==> config.mk <==
export PLATFORM = sky130hd
export DESIGN_NAME = pesc_regs
export DESIGN_NICKNAME = d
export VERILOG_FILES = /design/src/core/pesc_rc_flags.v /design/src/core/pesc_regs.v
export VERILOG_INCLUDE_DIRS = /design/src /design/src/core
export SDC_FILE = /design/constraint.sdc
export NUM_CORES = 1
export LEC_CHECK = 0
export BUFFER_PORTS_ARGS = -buffer_cell sky130_fd_sc_hd__buf_2
export CAP_MARGIN = 20
export CORE_ASPECT_RATIO = 0.75
export CORE_UTILIZATION = 56
export CTS_BUF_LIST = sky130_fd_sc_hd__clkbuf_4 sky130_fd_sc_hd__clkbuf_8
export DETAILED_ROUTE_END_ITERATION = 8
export HOLD_SLACK_MARGIN = 0.1
export PLACE_DENSITY = 0.95
export SLEW_MARGIN = 40
export SYNTH_ARGS = -nofsm -noshare
export SYNTH_HDL_FRONTEND = slang
export SYNTH_SLANG_ARGS = --single-unit
==> constraint.sdc <==
create_clock -name clk -period 6.7 [get_ports clk]
set_input_delay 1.34 -clock clk [delete_from_list [all_inputs] [get_ports clk]]
set_output_delay 1.34 -clock clk [all_outputs]
set_load 0.01 [all_outputs]
==> src/core/pesc_consts.vh <==
// Purpose: constants for the per-port extended status and control bank
// Assumes: 16-bit management registers, 5-bit register address
// Notes:   offsets, field positions, reset values and strap-free defaults
//
// Contract
// - live descrambler lock and gigabit link flags
// - gigabit error events latch until read
// - transmit disable bit turns transmitter off
// - sticky bit disables crossover at forced speed
// - sticky bits disable pair swap, polarity correction
// - parallel detect bit honours advertised ability
// - bit stops automatic gigabit next page exchange
// - clock output enable, default from strap
// - sticky bit forces ten-base link pass
// - sticky bits disable jabber and echo
// - two-bit squelch threshold select
// - sticky reset enable governs soft reset
// - super-sticky bits survive every soft reset
// - ten-base event flags and live link
// - broadcast write enable, reads stay local
// - MAC autoneg enable and MAC protocol select
// - media mode field selects fixed medium
// - upper media codes enable automatic selection
// - override field forces or frees selection
// - alignment error flag, eeprom present status
// - mode bits apply at next soft reset
`ifndef PESC_CONSTS_VH
`define PESC_CONSTS_VH

// register offsets
`define PESC_ADDR_GIG_STAT   5'h11
`define PESC_ADDR_BYPASS     5'h12
`define PESC_ADDR_TEN_EXT    5'h16
`define PESC_ADDR_MEDIA_MAC  5'h17

// gigabit copper status field positions
`define PESC_GIG_LOCK_BIT    15
`define PESC_GIG_LINK_BIT    12

// bypass control field positions
`define PESC_BYP_TXDIS_BIT   15
`define PESC_BYP_TCLK_BIT    8
`define PESC_BYP_MDIX_BIT    7
`define PESC_BYP_PSWAP_BIT   5
`define PESC_BYP_POL_BIT     4
`define PESC_BYP_PDET_BIT    3
`define PESC_BYP_NPAGE_BIT   1
`define PESC_BYP_CLKO_BIT    0

// ten-base extended control field positions
`define PESC_TEN_FLINK_BIT   15
`define PESC_TEN_JAB_BIT     14
`define PESC_TEN_ECHO_BIT    13
`define PESC_TEN_SQ_HI       11
`define PESC_TEN_SQ_LO       10
`define PESC_TEN_STKEN_BIT   9
`define PESC_TEN_LINK_BIT    6
`define PESC_TEN_BCAST_BIT   0

// media and MAC mode field positions
`define PESC_MM_ANEG_BIT     13
`define PESC_MM_PROTO_BIT    12
`define PESC_MM_PREF_BIT     11
`define PESC_MM_MODE_HI      10
`define PESC_MM_MODE_LO      8
`define PESC_MM_OVR_HI       7
`define PESC_MM_OVR_LO       6
`define PESC_MM_FELB_BIT     3

// reset values of the writable bits
`define PESC_RST_TXDIS       1'h0
`define PESC_RST_TCLK        1'h0
`define PESC_RST_MDIX        1'h1
`define PESC_RST_PSWAP       1'h0
`define PESC_RST_POL         1'h0
`define PESC_RST_PDET        1'h1
`define PESC_RST_NPAGE       1'h0
`define PESC_RST_FLINK       1'h0
`define PESC_RST_JAB         1'h0
`define PESC_RST_ECHO        1'h1
`define PESC_RST_SQ          2'h0
`define PESC_RST_STKEN       1'h1
`define PESC_RST_BCAST       1'h0
`define PESC_RST_PROTO       1'h0
`define PESC_RST_PREF        1'h0
`define PESC_RST_OVR         2'h0
`define PESC_RST_FELB        1'h0

// event flag vector layout: gigabit 9:3, ten-base 2:1, alignment 0
`define PESC_EVT_W           10

`endif

==> src/core/pesc_rc_flags.v <==
// Purpose: bank of latched event flags that clear when read
// Assumes: events and clear strobes come from the same clock domain
// Notes:   an event in the clearing cycle keeps its flag set
`timescale 1ns/10ps
module pesc_rc_flags #(
  parameter W = 10
) (
  // clock and reset
  input  wire         clk,
  input  wire         rstn,
  // event pulses and per-bit clear strobes
  input  wire [W-1:0] evt,
  input  wire [W-1:0] clr,
  // latched flags
  output wire [W-1:0] flags
);

  genvar i;

  ////////////////////////////////////////////////////////////////////////
  // one flip-flop per flag, set wins over clear
  generate
    for (i = 0; i < W; i = i + 1) begin : gFlag
      reg flag_r;  // latched event
      always @(posedge clk or negedge rstn) begin
        if (!rstn) begin
          flag_r <= 1'b0;
        end else begin
          flag_r <= evt[i] | (flag_r & ~clr[i]);
        end
      end
      assign flags[i] = flag_r;
    end
  endgenerate

endmodule // pesc_rc_flags

==> src/core/pesc_regs.v <==
// Purpose: per-port extended status and control register bank
// Assumes: everything but straps and eeprom sense runs on clk
// Notes:   media/MAC aneg, protocol, preference and mode fields are staged and take hold at soft reset
`timescale 1ns/10ps
`include "pesc_consts.vh"
module pesc_regs (
  // clock and reset
  input  wire        clk,
  input  wire        rstn,
  // management access for this port
  input  wire [4:0]  regAddr,
  input  wire [15:0] regWrData,
  input  wire        regWrEn,
  input  wire        regRdEn,
  output reg  [15:0] regRdData,
  // write broadcast by another port of the device
  input  wire [4:0]  extWrAddr,
  input  wire [15:0] extWrData,
  input  wire        extWrEn,
  // software reset pulse from the basic control register
  input  wire        swReset,
  // configuration straps and eeprom sense (pins)
  input  wire        strapClkOut,
  input  wire        strapMacAneg,
  input  wire [2:0]  strapMedia,
  input  wire        eepromSense,
  // live status and event pulses from the PHY core
  input  wire        gigDescrLock,
  input  wire        gigLinkUp,
  input  wire        tenLinkUp,
  input  wire [6:0]  gigEvents,
  input  wire        tenEofErr,
  input  wire        tenDisconnect,
  input  wire        sgmiiAlignErr,
  input  wire        forcedSpeedLow,
  // controls toward the PHY core
  output reg         txDisable,
  output reg         testClkEn,
  output reg         autoMdixOff,
  output reg         pairSwapOff,
  output reg         polarityCorrOff,
  output reg         parallelDetHonour,
  output reg         nextPageAutoOff,
  output reg         clkOutEn,
  output reg         forceLinkPass,
  output reg         jabberOff,
  output reg         echoOff,
  output reg  [1:0]  squelchSel,
  output reg         bcastWrEn,
  output reg         macAnegEn,
  output reg         macProto1000x,
  output reg         preferCopper,
  output reg  [2:0]  mediaMode,
  output reg         autoMediaSel,
  output reg  [1:0]  mediaOverride,
  output reg         farEndLoop
);

  ////////////////////////////////////////////////////////////////////////
  // declarations
  reg  [1:0]  rstSync_r;      // reset release synchroniser
  wire        rstnInt;        // synchronised reset
  reg  [4:0]  strapMeta_r;    // first stage of pin sync
  reg  [4:0]  strapSync_r;    // second stage of pin sync
  reg         eeMeta_r;       // eeprom sense first stage
  reg         eeSync_r;       // eeprom sense second stage
  reg         strapLoad_r;    // high for the one cycle that captures the straps
  // staged media/MAC fields, written by software
  reg         stgAneg_r;
  reg         stgProto_r;
  reg         stgPref_r;
  reg  [2:0]  stgMode_r;
  // strap-derived default held for soft reset
  reg         dfltClkOut_r;
  reg         mdixBit_r;      // crossover-off bit
  reg         stkKeep_r;      // sticky reset enable
  // effective write port (own or broadcast)
  wire        wrEn;
  wire [4:0]  wrAddr;
  wire [15:0] wrData;
  wire        stickyRst;      // soft reset that restores sticky bits
  // event flags
  wire [`PESC_EVT_W-1:0] evtVec;
  wire [`PESC_EVT_W-1:0] clrVec;
  wire [`PESC_EVT_W-1:0] flags;
  reg  [15:0] rdMux;          // combinational read value

  ////////////////////////////////////////////////////////////////////////
  // reset release through two flip-flops
  always @(posedge clk or negedge rstn) begin
    if (!rstn) begin
      rstSync_r <= 2'h0;
    end else begin
      rstSync_r <= {rstSync_r[0], 1'b1};
    end
  end
  assign rstnInt = rstSync_r[1];

  ////////////////////////////////////////////////////////////////////////
  // pin synchronisers for straps and eeprom sense
  always @(posedge clk or negedge rstnInt) begin
    if (!rstnInt) begin
      strapMeta_r <= 5'h00;
      strapSync_r <= 5'h00;
      eeMeta_r    <= 1'b0;
      eeSync_r    <= 1'b0;
    end else begin
      strapMeta_r <= {strapClkOut, strapMacAneg, strapMedia};
      strapSync_r <= strapMeta_r;
      eeMeta_r    <= eepromSense;
      eeSync_r    <= eeMeta_r;
    end
  end

  ////////////////////////////////////////////////////////////////////////
  // strap capture: waits for the sync chain to fill, then loads once
  reg [1:0] strapWait_r;  // cycles since reset release
  always @(posedge clk or negedge rstnInt) begin
    if (!rstnInt) begin
      strapWait_r <= 2'h0;
      strapLoad_r <= 1'b0;
    end else begin
      if (strapWait_r != 2'h3) begin
        strapWait_r <= strapWait_r + 2'h1;
      end
      strapLoad_r <= (strapWait_r == 2'h2);  // one-cycle load pulse
    end
  end

  ////////////////////////////////////////////////////////////////////////
  // write port: own write has priority over a broadcast one
  assign wrEn   = regWrEn | extWrEn;
  assign wrAddr = regWrEn ? regAddr   : extWrAddr;
  assign wrData = regWrEn ? regWrData : extWrData;

  // sticky bits go back to defaults only when sticky reset is off
  assign stickyRst = swReset & ~stkKeep_r;

  ////////////////////////////////////////////////////////////////////////
  // bypass control register
  always @(posedge clk or negedge rstnInt) begin
    if (!rstnInt) begin
      txDisable         <= `PESC_RST_TXDIS;
      testClkEn         <= `PESC_RST_TCLK;
      mdixBit_r         <= `PESC_RST_MDIX;
      pairSwapOff       <= `PESC_RST_PSWAP;
      polarityCorrOff   <= `PESC_RST_POL;
      parallelDetHonour <= `PESC_RST_PDET;
      nextPageAutoOff   <= `PESC_RST_NPAGE;
      clkOutEn          <= 1'b0;
    end else begin
      if (strapLoad_r) begin
        clkOutEn <= strapSync_r[4];
      end
      if (swReset) begin
        // plain bits always return to defaults
        txDisable <= `PESC_RST_TXDIS;
        testClkEn <= `PESC_RST_TCLK;
      end
      if (stickyRst) begin
        mdixBit_r         <= `PESC_RST_MDIX;
        pairSwapOff       <= `PESC_RST_PSWAP;
        polarityCorrOff   <= `PESC_RST_POL;
        parallelDetHonour <= `PESC_RST_PDET;
        nextPageAutoOff   <= `PESC_RST_NPAGE;
        clkOutEn          <= dfltClkOut_r;
      end
      if (wrEn && wrAddr == `PESC_ADDR_BYPASS) begin
        txDisable         <= wrData[`PESC_BYP_TXDIS_BIT];
        testClkEn         <= wrData[`PESC_BYP_TCLK_BIT];
        mdixBit_r         <= wrData[`PESC_BYP_MDIX_BIT];
        pairSwapOff       <= wrData[`PESC_BYP_PSWAP_BIT];
        polarityCorrOff   <= wrData[`PESC_BYP_POL_BIT];
        parallelDetHonour <= wrData[`PESC_BYP_PDET_BIT];
        nextPageAutoOff   <= wrData[`PESC_BYP_NPAGE_BIT];
        clkOutEn          <= wrData[`PESC_BYP_CLKO_BIT];
      end
    end
  end

  // crossover is turned off only at forced 10/100 with the bit set
  always @(posedge clk or negedge rstnInt) begin
    if (!rstnInt) begin
      autoMdixOff <= 1'b0;
    end else begin
      autoMdixOff <= mdixBit_r & forcedSpeedLow;
    end
  end

  ////////////////////////////////////////////////////////////////////////
  // ten-base extended control register
  always @(posedge clk or negedge rstnInt) begin
    if (!rstnInt) begin
      forceLinkPass <= `PESC_RST_FLINK;
      jabberOff     <= `PESC_RST_JAB;
      echoOff       <= `PESC_RST_ECHO;
      squelchSel    <= `PESC_RST_SQ;
      bcastWrEn     <= `PESC_RST_BCAST;
      stkKeep_r     <= `PESC_RST_STKEN;
    end else begin
      if (stickyRst) begin
        forceLinkPass <= `PESC_RST_FLINK;
        jabberOff     <= `PESC_RST_JAB;
        echoOff       <= `PESC_RST_ECHO;
        squelchSel    <= `PESC_RST_SQ;
        bcastWrEn     <= `PESC_RST_BCAST;
      end
      // sticky reset enable is super-sticky: no soft reset term
      if (wrEn && wrAddr == `PESC_ADDR_TEN_EXT) begin
        forceLinkPass <= wrData[`PESC_TEN_FLINK_BIT];
        jabberOff     <= wrData[`PESC_TEN_JAB_BIT];
        echoOff       <= wrData[`PESC_TEN_ECHO_BIT];
        squelchSel    <=
          wrData[`PESC_TEN_SQ_HI:`PESC_TEN_SQ_LO];
        stkKeep_r     <= wrData[`PESC_TEN_STKEN_BIT];
        bcastWrEn     <= wrData[`PESC_TEN_BCAST_BIT];
      end
    end
  end

  ////////////////////////////////////////////////////////////////////////
  // media and MAC mode register: staged fields and live outputs
  always @(posedge clk or negedge rstnInt) begin
    if (!rstnInt) begin
      stgAneg_r     <= 1'b0;
      stgProto_r    <= `PESC_RST_PROTO;
      stgPref_r     <= `PESC_RST_PREF;
      stgMode_r     <= 3'h0;
      dfltClkOut_r  <= 1'b0;
      macAnegEn     <= 1'b0;
      macProto1000x <= `PESC_RST_PROTO;
      preferCopper  <= `PESC_RST_PREF;
      mediaMode     <= 3'h0;
      mediaOverride <= `PESC_RST_OVR;
      farEndLoop    <= `PESC_RST_FELB;
    end else begin
      if (strapLoad_r) begin
        // straps set both the staged and the active copies
        dfltClkOut_r <= strapSync_r[4];
        stgAneg_r    <= strapSync_r[3];
        stgMode_r    <= strapSync_r[2:0];
        macAnegEn    <= strapSync_r[3];
        mediaMode    <= strapSync_r[2:0];
      end
      if (swReset) begin
        // staged super-sticky fields take hold, never reset
        macAnegEn     <= stgAneg_r;
        macProto1000x <= stgProto_r;
        preferCopper  <= stgPref_r;
        mediaMode     <= stgMode_r;
        mediaOverride <= `PESC_RST_OVR;
        farEndLoop    <= `PESC_RST_FELB;
      end
      if (wrEn && wrAddr == `PESC_ADDR_MEDIA_MAC) begin
        stgAneg_r     <= wrData[`PESC_MM_ANEG_BIT];
        stgProto_r    <= wrData[`PESC_MM_PROTO_BIT];
        stgPref_r     <= wrData[`PESC_MM_PREF_BIT];
        stgMode_r     <= wrData[`PESC_MM_MODE_HI:`PESC_MM_MODE_LO];
        mediaOverride <= wrData[`PESC_MM_OVR_HI:`PESC_MM_OVR_LO];
        farEndLoop    <= wrData[`PESC_MM_FELB_BIT];
      end
    end
  end

  // automatic selection runs for codes 101, 110 and 111 only
  always @(posedge clk or negedge rstnInt) begin
    if (!rstnInt) begin
      autoMediaSel <= 1'b0;
    end else begin
      autoMediaSel <= mediaMode[2] & (mediaMode[1:0] != 2'h0);
    end
  end

  ////////////////////////////////////////////////////////////////////////
  // event flags, cleared by the read that returns them
  assign evtVec = {gigEvents, tenEofErr, tenDisconnect, sgmiiAlignErr};
  assign clrVec = {{7{regRdEn && regAddr == `PESC_ADDR_GIG_STAT}},
                   {2{regRdEn && regAddr == `PESC_ADDR_TEN_EXT}},
                   regRdEn && regAddr == `PESC_ADDR_MEDIA_MAC};

  pesc_rc_flags #(
    .W     (`PESC_EVT_W)
  ) uFlags (
    .clk   (clk),
    .rstn  (rstnInt),
    .evt   (evtVec),
    .clr   (clrVec),
    .flags (flags)
  );

  ////////////////////////////////////////////////////////////////////////
  // read multiplexer; reserved bits and unmapped addresses read zero
  always @* begin
    rdMux = 16'h0000;
    case (regAddr)
      `PESC_ADDR_GIG_STAT: begin
        rdMux[`PESC_GIG_LOCK_BIT] = gigDescrLock;
        rdMux[`PESC_GIG_LINK_BIT] = gigLinkUp;
        rdMux[14:13] = flags[9:8];
        rdMux[11:7]  = flags[7:3];
      end
      `PESC_ADDR_BYPASS: begin
        rdMux[`PESC_BYP_TXDIS_BIT] = txDisable;
        rdMux[`PESC_BYP_TCLK_BIT]  = testClkEn;
        rdMux[`PESC_BYP_MDIX_BIT]  = mdixBit_r;
        rdMux[`PESC_BYP_PSWAP_BIT] = pairSwapOff;
        rdMux[`PESC_BYP_POL_BIT]   = polarityCorrOff;
        rdMux[`PESC_BYP_PDET_BIT]  = parallelDetHonour;
        rdMux[`PESC_BYP_NPAGE_BIT] = nextPageAutoOff;
        rdMux[`PESC_BYP_CLKO_BIT]  = clkOutEn;
      end
      `PESC_ADDR_TEN_EXT: begin
        rdMux[`PESC_TEN_FLINK_BIT] = forceLinkPass;
        rdMux[`PESC_TEN_JAB_BIT]   = jabberOff;
        rdMux[`PESC_TEN_ECHO_BIT]  = echoOff;
        rdMux[`PESC_TEN_SQ_HI:`PESC_TEN_SQ_LO] = squelchSel;
        rdMux[`PESC_TEN_STKEN_BIT] = stkKeep_r;
        rdMux[8:7]                 = flags[2:1];
        rdMux[`PESC_TEN_LINK_BIT]  = tenLinkUp;
        rdMux[`PESC_TEN_BCAST_BIT] = bcastWrEn;
      end
      `PESC_ADDR_MEDIA_MAC: begin
        rdMux[`PESC_MM_ANEG_BIT]  = stgAneg_r;
        rdMux[`PESC_MM_PROTO_BIT] = stgProto_r;
        rdMux[`PESC_MM_PREF_BIT]  = stgPref_r;
        rdMux[`PESC_MM_MODE_HI:`PESC_MM_MODE_LO] = stgMode_r;
        rdMux[`PESC_MM_OVR_HI:`PESC_MM_OVR_LO]   = mediaOverride;
        rdMux[`PESC_MM_FELB_BIT]  = farEndLoop;
        rdMux[1] = flags[0];
        rdMux[0] = eeSync_r;
      end
      default: begin
        rdMux = 16'h0000;
      end
    endcase
  end

  ////////////////////////////////////////////////////////////////////////
  // read data register, loaded on the read strobe and then held
  always @(posedge clk or negedge rstnInt) begin
    if (!rstnInt) begin
      regRdData <= 16'h0000;
    end else if (regRdEn) begin
      regRdData <= rdMux;  // reads stay local even in broadcast
    end
  end

endmodule // pesc_regs

==> impl_results.md, run 1 <==
* Outcome: finished, final reports clean
* Final setup viols at 0
* Max cap viols at 0
* Synth top area share at ~54%
* Num CTS Buffers at 9
* Row count at 23
* Hold Violations, Final at 0
* Initial Utilization at about three fifths
* H-tree depth at 3
* Worst setup margin at 4.067 ns
* Initial antenna violation count at 0
* Worst vdd ir at about 190 uV
* GRT Resource Usage Total at 27.18%
* Post-synth EDFFs at 0
* Final core utilization at approximately three quarters
* Ant diodes at 0
* Synth async-reset ratio at 100.0%
* CP Data Required Time at about 6.9 ns
* M3 GR Usage at 7.018%
* Remaining antenna violation count after routing at 0
* CTS resizes at 0
* Dpl cell area at 3887 um^2
* WHS at about 0.35 ns
* CP Capture Type: register
* CP arrival at approximately 2.9 ns
* Max Fclk at around 380 MHz
* Critical path peak fanout at 19
* Number of I/O port buffers at approximately 100
* Post-Syn Nets at 341
* Dpl cells at between 400 and 500
* Footprint of the multi-input gates at around 1300 um^2
* Via Count at roughly 2500
* Die Ht at just under 70 um
* Post-CTS Setup Repair Bufs at 0
* Final cell count without fillers at 457
* Worst hold path class: reg -> reg
* RSZ-0062 raised after global routing: no
* WS Path Type: in -> reg
* DRC viols at 0
* Ys flop type: dfrtp_1
* Seq/Total Area, Yosys at a little under three fifths
* Reg area at approximately 1900 um^2
* Full die area at ~6200 um^2
* Dpl hpwl at approximately 5.6 mm
* Commonest cells in the synthesized netlist: dfrtp_1, mux2i_1, nand2_1
* GRT overflow at 0
* Syn. warnings at 0
* FILL cells at slightly below 400
* CP max stage cell: buf_2
* WL final at between 7 and 8 mm
* Final Cycle Share at between 30% and 40%
* Vias/cell at between 5 and 6
* WL/cell at about 17 um
* Gp weighted congestion at between 0.8 and 0.9
* First-pass GRT wire length at about 13 mm
* Post-Syn Area at 3317 um^2
* Io pins at 108
* Largest net degree at the start of global routing at 74
* # hold bufs at CTS at 0
* Slew headroom at 57.96%
* Met2 Usage GRT at ~50%
* CTS tree: built
* Clock Pin Slew Worst Setup and Hold Paths at around 0.080 ns
* GR peak layer: met2
* Die Wd at just over 90 um
* Startpoint Class: input pin
* Vias in the first global route at around 2600
* Synth Register Bits at 75
* Clk_lat worst skew at ~0.34 ns
* Area grow syn2layout at 24.48%
* Final period demand of the worst path at about 2.6 ns
* Fin nets at 447
* Share of cells above drive strength 1 at 38.48%
* Initial drt markers at ~140
* Dominant cell by count in the synthesized netlist: dfrtp_1
* Dominant cells by area after synthesis: dfrtp_1, mux2i_1, mux2_2, dfstp_2, a21o_1
* Reg2reg setup slack at 5.36 ns
* P_leak at between 2 and 2.5 nW
* Setup Skew at 0.006755 ns
* CTS sink cnt at 75
* Top cell type by total area after synthesis: dfrtp_1
* Total power draw at around 1.1 mW
* Crit-path cells: buf_2 > nand3b_1 > nor2_1 > a32oi_1 > buf_4 > mux2_4
* CORE AREA at ~5500 um^2
* Root Buffer: clkbuf_8
* First-pass iteration count of the detailed router at 4
* Max-slew violation count at 0
* Place WS at ~3.7 ns
* Setup Total Neg Slack at 0 ns
* Max stage delay on crit path at ~0.46 ns
* Synth Area per Inst at about 12 um^2
* Synth unique cells at 43
* Post-Syn Instances at approximately 270
* Clock Tree Buf Depth at 2
* Cell Pwr Density at ~270 nW/um^2
* Met1 Usage GRT at about 33%
* Slew @ Worst Pin at about 0.63 ns
* Fin area at 4129 um^2
## kinds of logic (layout without fill, tap and decap cells)
kind of cell / after synthesis / after routing / share of synthesized area, %
flip-flops: 75 / 75 / 56.73
multiplexers: 58 / 58 / 18.03
AND/OR/NAND/NOR: 66 / 66 / 10.41
XOR/XNOR: 1 / 1 / 0.2641
buffers and inverters: 20 / 131 / 2.942
AO/OA/AOI/OAI: 47 / 47 / 10.64
other: 2 / 2 / 0.2264
adder cells (fa/ha/maj): 2 / 2 / 0.7543
## cells in the final DEF (no fill, tap or decap), drive strengths merged, types with 4 or more instances in the layout
cell type and n:
mux2i 47, o2bb2ai 4, nand3 5, inv 8, nor2 22, o21ai 14
dfstp 4, nand2b 8, clkbuf 11, a22oi 6, buf 106, mux2 11
nand2 21, a21o 10, dfrtp 71, a221oi 6
## state kept, by name, summed over array words and instances (netlist names), 2 cells and up
signal,cells
strapSync_r,5
strapWait_r,2
strapMeta_r,5
uFlags.gFlag.flag_r,10
rstSync_r,2
squelchSel,2
mediaOverride,2
regRdData,15
stgMode_r,3
mediaMode,3
## metal layers
layer / routed length, um / share of wire, %
met1: 3388 / 44
met2: 3685 / 48
met3: 468 / 6.1
met4: 79 / 1.0
met5: 0 / 0
## final timing paths
check | from | endpoint | depth (start not counted)
max in group asynchronous | rstn | rstSync_r[1] | 1
worst min-delay path | strapMeta_r[3] | strapSync_r[3] | 0
worst max-delay path | regWrEn | stgProto_r | 6
worst min register to register | strapMeta_r[3] | strapSync_r[3] | 0
min in group asynchronous | rstSync_r[1] | strapMeta_r[2] | 1
worst max register to register | strapLoad_r | clkOutEn | 4
## cell type report
type / count / area share [%]
flip-flops and latches: 75 / 45.61
multi-input cells: 176 / 32.39
repair buffers: 106 / 13.06
clock buffers: 11 / 3.364
clock inverters: 5 / 2.485
well taps: 75 / 2.273
inverters: 9 / 0.8182
## report_power, final
group,switching [mW],total (mW),internal (mW)
combinational,0.0887,0.163,0.0739
sequential,0.0332,0.533,0.499
clock,0.157,0.412,0.255
total,0.279,1.11,0.828
## critical path, delay by kind of cell
family	cells	cell delay (ns)
multiplexers	1	0.32
AO/OA/AOI/OAI	1	0.19
buffers and inverters	2	0.72
AND/OR/NAND/NOR	2	0.28
No activity file was read; power rests on OpenSTA's default activity.
==> inputs of run 2 (changes only) <==
Settings changed: CORE_UTILIZATION 56 to 52, PLACE_DENSITY 0.95 to 0.9.
Clock period 6.7 ns to 2.46 ns, I/O delays scaled along.
==> run 2 against run 1 <==
Compared with the run above:
- die area increased by 7.5%
- core utilization down 5.7 points
- first-iteration DRC count down 13%
- largest power group unchanged
- global-route usage fell by 2.3 points
- wire length is 0.68% higher
- highest routed layer unchanged
- clock power is 130% higher
- clock-buffer cell count stayed put
- setup slack got worse by 3.2 ns
- sequential power grew to 2.7 times the previous value
- hold slack got worse by 0.11 ns
- non-clock buffer count grew 5
==> impl_results.md, run 2 (same netlist as run 1, synthesis figures left out) <==
* FILL cells at 470 (+21%)
* Startpoint Class: input pin
* Final Cycle Share at around 64%
* CTS sink cnt at 75 (unchanged)
* Worst hold path class: in -> reg
* CORE AREA at 5976 um^2 (+8.2%)
* Hold path startpoint: strapMedia[2]
* Metal1 wirelength at 3.463 mm (+2.2%)
* Max Fclk at 633.6 MHz
* Gp weighted congestion at 0.8593 (+5.0%)
* Final setup viols at 0 (unchanged)
* Fin area at 4125 um^2 (about the same)
* Top Metal Used: met4
* Io pins at 108 (unchanged)
* Critical path peak fanout at 15 (-4)
* Commonest non-fill, non-tap cell in the layout: buf_2
* Clock Tree Buf Depth at 2 (unchanged)
* Ant diodes at 0 (unchanged)
* CTS resizes at 0 (unchanged)
* Via Count at 2508 (-1.0%)
* P_leak at 2.093 nW (+0.21%)
* Clk_lat worst skew at 0.35 ns (about the same)
* Row count at 24 (+4.3%)
* Met3 wire length at 590 um (+26%)
* H-tree depth at 3 (unchanged)
* Outcome: finished, final reports clean
* Slew @ Worst Pin at 0.5524 ns (-0.07818 ns)
* Num CTS Buffers at 9 (unchanged)
* Cell Pwr Density at 688.1 nW/um^2 (+160%)
* Fin nets at 452 (+1.1%)
* Most frequent cells in the layout: buf_2, dfrtp_1, mux2i_1
* Critical R2R Launch: strapLoad_r
* WL/cell at 16.50 um (-1.0%)
* Max cap viols at 0 (unchanged)
* CTS tree: built
* Root Buffer: clkbuf_8
* Setup Skew at 0.006764 ns (+0.000008770 ns)
* First-pass GRT wire length at 12.22 mm (-2.4%)
* Vias/cell at 5.394 (-2.7%)
* Worst vdd ir at 469.9 uV (+140%)
* DRC viols at 0 (unchanged)
* GRT Resource Usage Total at 24.83% (-2.3 points)
* WS Path Type: in -> reg
* Vias in the first global route at 2452 (-6.7%)
* Most flops, register: regRdData
* Remaining antenna violation count after routing at 0 (unchanged)
* Max reg flops at 15 (unchanged)
* GRT overflow at 0 (unchanged)
* Die Ht at 71.17 um (+3.7%)
* Number of I/O port buffers at 104 (unchanged)
* Biggest regs: regRdData x15, uFlags.gFlag.flag_r x10
* Initial drt markers at 119 (-13%)
* Full die area at 6705 um^2 (+7.5%)
* CP Data Required Time at 2.74 ns (-4.18 ns)
* First-pass iteration count of the detailed router at 4 (unchanged)
* Dpl hpwl at 5.715 mm (+2.0%)
* Clock Pin Slew Worst Setup and Hold Paths at 0.08 ns (about the same)
* CP arrival at 1.85 ns (-1.01 ns)
* Hold Violations, Final at 0 (unchanged)
* # hold bufs at CTS at 1 (+1)
* Post-CTS Setup Repair Bufs at 0 (unchanged)
* Routed wl met2 at 3.539 mm (-4.0%)
* Setup Total Neg Slack at 0 ns (unchanged)
* Die Wd at 94.22 um (+3.7%)
* Final period demand of the worst path at roughly 1.6 ns
* Footprint of the multi-input gates at 1338 um^2 (unchanged)
* Area grow syn2layout at 24.37% (about the same)
* Largest net degree at the start of global routing at 28 (-62%)
* Initial antenna violation count at 0 (unchanged)
* Share of cells above drive strength 1 at 39.02% (+0.54 points)
* Max-slew violation count at 0 (unchanged)
* CP Capture Type: register
* Initial Utilization at 55.51% (-4.5 points)
* WL final at 7.673 mm (+0.68%)
* Reg area at 1883 um^2 (unchanged)
* Critical Path Source: regAddr[0]
* Dpl cell area at 3918 um^2 (+0.77%)
* Slew headroom at 63.18% (+5.2 points)
* RSZ-0062 raised after global routing: no
run 2: cell types whose count changed in the layout (fill, tap and decap cells not counted):
cell / delta
clkinv_2: +2
buf_4: +5
clkbuf_4: -1
buf_6: -1
dlygate4sd3_1: +1
bufinv_16: -2
clkbuf_8: +1
run 2: where the power goes:
group          internal [mW]  leakage (nW)  switching [mW]
Clock                  0.502         0.103           0.445
Combinational          0.206          1.10           0.233
Sequential              1.36         0.891          0.0922
Total                   2.07          2.09           0.771
run 2: path summary, 6_finish.rpt:
check,to,slack (ns),cells after the start
worst min register to register,pairSwapOff,0.26,0
worst max-delay path,echoOff,0.88,5
worst min-delay path,strapMeta_r[2],0.24,1
min in group asynchronous,pairSwapOff,0.26,0
max in group asynchronous,stkKeep_r,1.40,1
worst max register to register,clkOutEn,1.16,4
run 2: critical path: stages:
cell and delay, ns:
buf_2 0.20, nand2b_2 0.26, nor2_1 0.43, a22oi_4 0.24, mux2i_1 0.22
run 2: layer usage:
layer | vias up | track usage [%]
met2 | 107 | 37.84
met1 | 1222 | 34.73
met5 | - | 0
li1 | 1171 | -
met4 | 0 | 6.838
met3 | 8 | 7.527
run 2: metrics by stage:
stage	hold WS (ns)	util, %	total power, mW	std cells	setup slack [ns]
finish	0.2447	69.03	2.839	465	0.8818
global route	0.2261	69.03	2.979	465	0.8193
CTS	0.2305	69.03	2.864	465	0.9010
detailed placement	0.2826	65.56	1.914	448	0.5348
global placement	0.2618	65.56	1.894	448	0.5394
floorplan	0.1964	-	1.703	271	0.2237
run 2: cell type report:
class	count	share of cell area (%)
timing repair buffer	111	13.95
sequential	75	45.65
clock inverter	5	1.274
clock buffer	11	3.518
multi-input combinational	176	32.42
inverter	9	0.8189
tap	78	2.366
==> inputs of run 3 (changes only) <==
Clock period 2.46 ns to 1.6 ns, I/O delays scaled along.
==> run 3 against run 2 <==
Compared with the run above:
- register-to-register slack lost 0.79 ns
- die area is the same
- critical path depth shrank 4
- design area grew 4.9%
- global-route usage grew 2.1 points
- non-clock buffer count grew 16
- wire length grew 6.3%
- combinational power grew 67%
- flip-flop and latch count is the same
- clock skew grew 0.0060 ns
==> impl_results.md, run 3 (same netlist as run 1, synthesis figures left out) <==
* Worst vdd ir at 732.4 uV (+56%)
* H-tree depth at 3 (unchanged)
* # hold bufs at CTS at 7 (+6)
* CTS sink cnt at 75 (unchanged)
* First-pass GRT wire length at 13.25 mm (+8.4%)
* P_leak at 2.186 nW (+4.4%)
* CP max stage cell: dfstp_2
* Ant diodes at 0 (unchanged)
* GRT Resource Usage Total at 26.94% (+2.1 points)
* CTS resizes at 0 (unchanged)
* CTS tree: built
* WL/cell at 16.96 um (+2.8%)
* Outcome: finished, final reports clean
* Reg2reg setup slack at 0.37 ns (-0.79 ns)
* Worst setup path end: echoOff
* Full die area at 6705 um^2 (unchanged)
* Biggest regs: regRdData x15, uFlags.gFlag.flag_r x10
* Commonest non-fill, non-tap cell in the layout: buf_2
* Post-CTS Setup Repair Bufs at 0 (unchanged)
* Place WS at 0.009240 ns (-0.5255 ns)
* Root Buffer: clkbuf_8
* Vias in the first global route at 2685 (+9.5%)
* Clock Pin Slew Worst Setup and Hold Paths at 0.09 ns (about the same)
* CORE AREA at 5976 um^2 (unchanged)
* Most frequent cells in the layout: buf_2, dfrtp_1, mux2i_1
* Fin nets at 468 (+3.5%)
* Gp weighted congestion at 0.8900 (+3.6%)
* Crit-path cells: buf_2
* Final cell count without fillers at 481 (+3.4%)
* Reg2Reg Depth at 4 (unchanged)
* Final setup viols at 0 (unchanged)
* Row count at 24 (unchanged)
* Most flops, register: regRdData
* Clk_lat worst skew at 0.36 ns (about the same)
* Footprint of the multi-input gates at 1338 um^2 (unchanged)
* Worst hold path class: in -> reg
* WS Path Type: reg -> out
* Via Count at 2590 (+3.3%)
* DRC viols at 0 (unchanged)
* End of the worst register-to-register path: nextPageAutoOff
* Clock Tree Buf Depth at 2 (unchanged)
* Dpl hpwl at 6.089 mm (+6.5%)
* WL final at 8.156 mm (+6.3%)
* Startpoint Class: register
* Num CTS Buffers at 9 (unchanged)
* Area grow syn2layout at 30.40%
* Largest net degree at the start of global routing at 49 (+75%)
* Dpl cells at 458 (+2.2%)
* Die Wd at 94.22 um (unchanged)
* Critical Path Source: echoOff
* Critical path peak fanout at 3 (-12)
* FILL cells at 455 (-3.2%)
* Setup Total Neg Slack at 0 ns (unchanged)
* GRT overflow at 0 (unchanged)
* Cell Pwr Density at 1063 nW/um^2 (+54%)
* Worst setup margin at 0.2262 ns (-0.6556 ns)
* RSZ-0062 raised after global routing: no
* Initial Utilization at 55.51% (unchanged)
* Critical R2R Launch: stkKeep_r
* Io pins at 108 (unchanged)
* CP delay by family, top: flip-flops
* CP Capture Type: output port
* Initial antenna violation count at 0 (unchanged)
* Reg area at 1883 um^2 (unchanged)
* Total power draw at 4.596 mW (+62%)
* Max-slew violation count at 0 (unchanged)
* CP Data Required Time at 1.28 ns (-1.46 ns)
* Initial drt markers at 118 (-0.84%)
* Share of cells above drive strength 1 at 39.95% (+0.93 points)
* Crit path depth at 1 (-4)
* Remaining antenna violation count after routing at 0 (unchanged)
* Max reg flops at 15 (unchanged)
* Vias/cell at 5.385 (-0.17%)
* Final period demand of the worst path at roughly 1.4 ns
* Hold Violations, Final at 0 (unchanged)
* Final Cycle Share at a little under nine tenths
* Die Ht at 71.17 um (unchanged)
* Max Fclk at approximately 730 MHz
* First-pass iteration count of the detailed router at 4 (unchanged)
* Buf+Inv Stages, Crit Path at 1 (unchanged)
* CP arrival at 1.05 ns (-0.80 ns)
* Max cap viols at 0 (unchanged)
* Setup Skew at 0.01276 ns (+0.005992 ns)
* Number of I/O port buffers at 104 (unchanged)
* Max stage delay on crit path at 0.56 ns (+0.13 ns)
run 3: where the power goes:
group          switching [mW]  leakage, nW  total (mW)  internal, mW
clock                   0.749        0.106        1.64         0.888
combinational           0.384         1.19       0.735         0.351
sequential              0.134        0.891        2.22          2.09
run 3: final cells by class:
class | count | share of cell area [%]
Sequential cell | 75 | 43.53
Multi-Input combinational cell | 176 | 30.92
Timing Repair Buffer | 127 | 17.30
Clock buffer | 9 | 2.864
Clock inverter | 7 | 2.343
Tap cell | 78 | 2.256
Inverter | 9 | 0.7810
run 3: worst min-delay path by stage:
stage,depth (start not counted),end,from,slack (ns)
2_1_floorplan,0,rstSync_r[0],rstn,0.02
3_3_place_gp,1,rstSync_r[0],rstn,0.11
3_5_place_dp,1,rstSync_r[0],rstn,0.11
4_1_cts,2,uFlags.gFlag[4].flag_r,gigEvents[1],0.13
5_1_grt,2,uFlags.gFlag[4].flag_r,gigEvents[1],0.13
6_report,2,uFlags.gFlag[4].flag_r,gigEvents[1],0.14
run 3: layer usage:
layer  GRT usage [%]  vias to the layer above  part of all wire (%)
met2           44.44                      110                    48
met3           7.957                       10                   7.3
li1                -                     1205                     -
met4           7.521                        0                   1.3
met5               0                        -                     0
met1           34.70                     1265                    43
run 3: metrics by stage:
stage | utilization (%) | hold WS (ns) | cell area [um^2]
CTS | 72.38 | 0.1313 | 4325
detailed placement | 67.44 | 0.1134 | 4030
floorplan | - | 0.02441 | 3318
finish | 72.38 | 0.1382 | 4325
global placement | 67.44 | 0.1106 | 4030
global route | 72.38 | 0.1257 | 4325
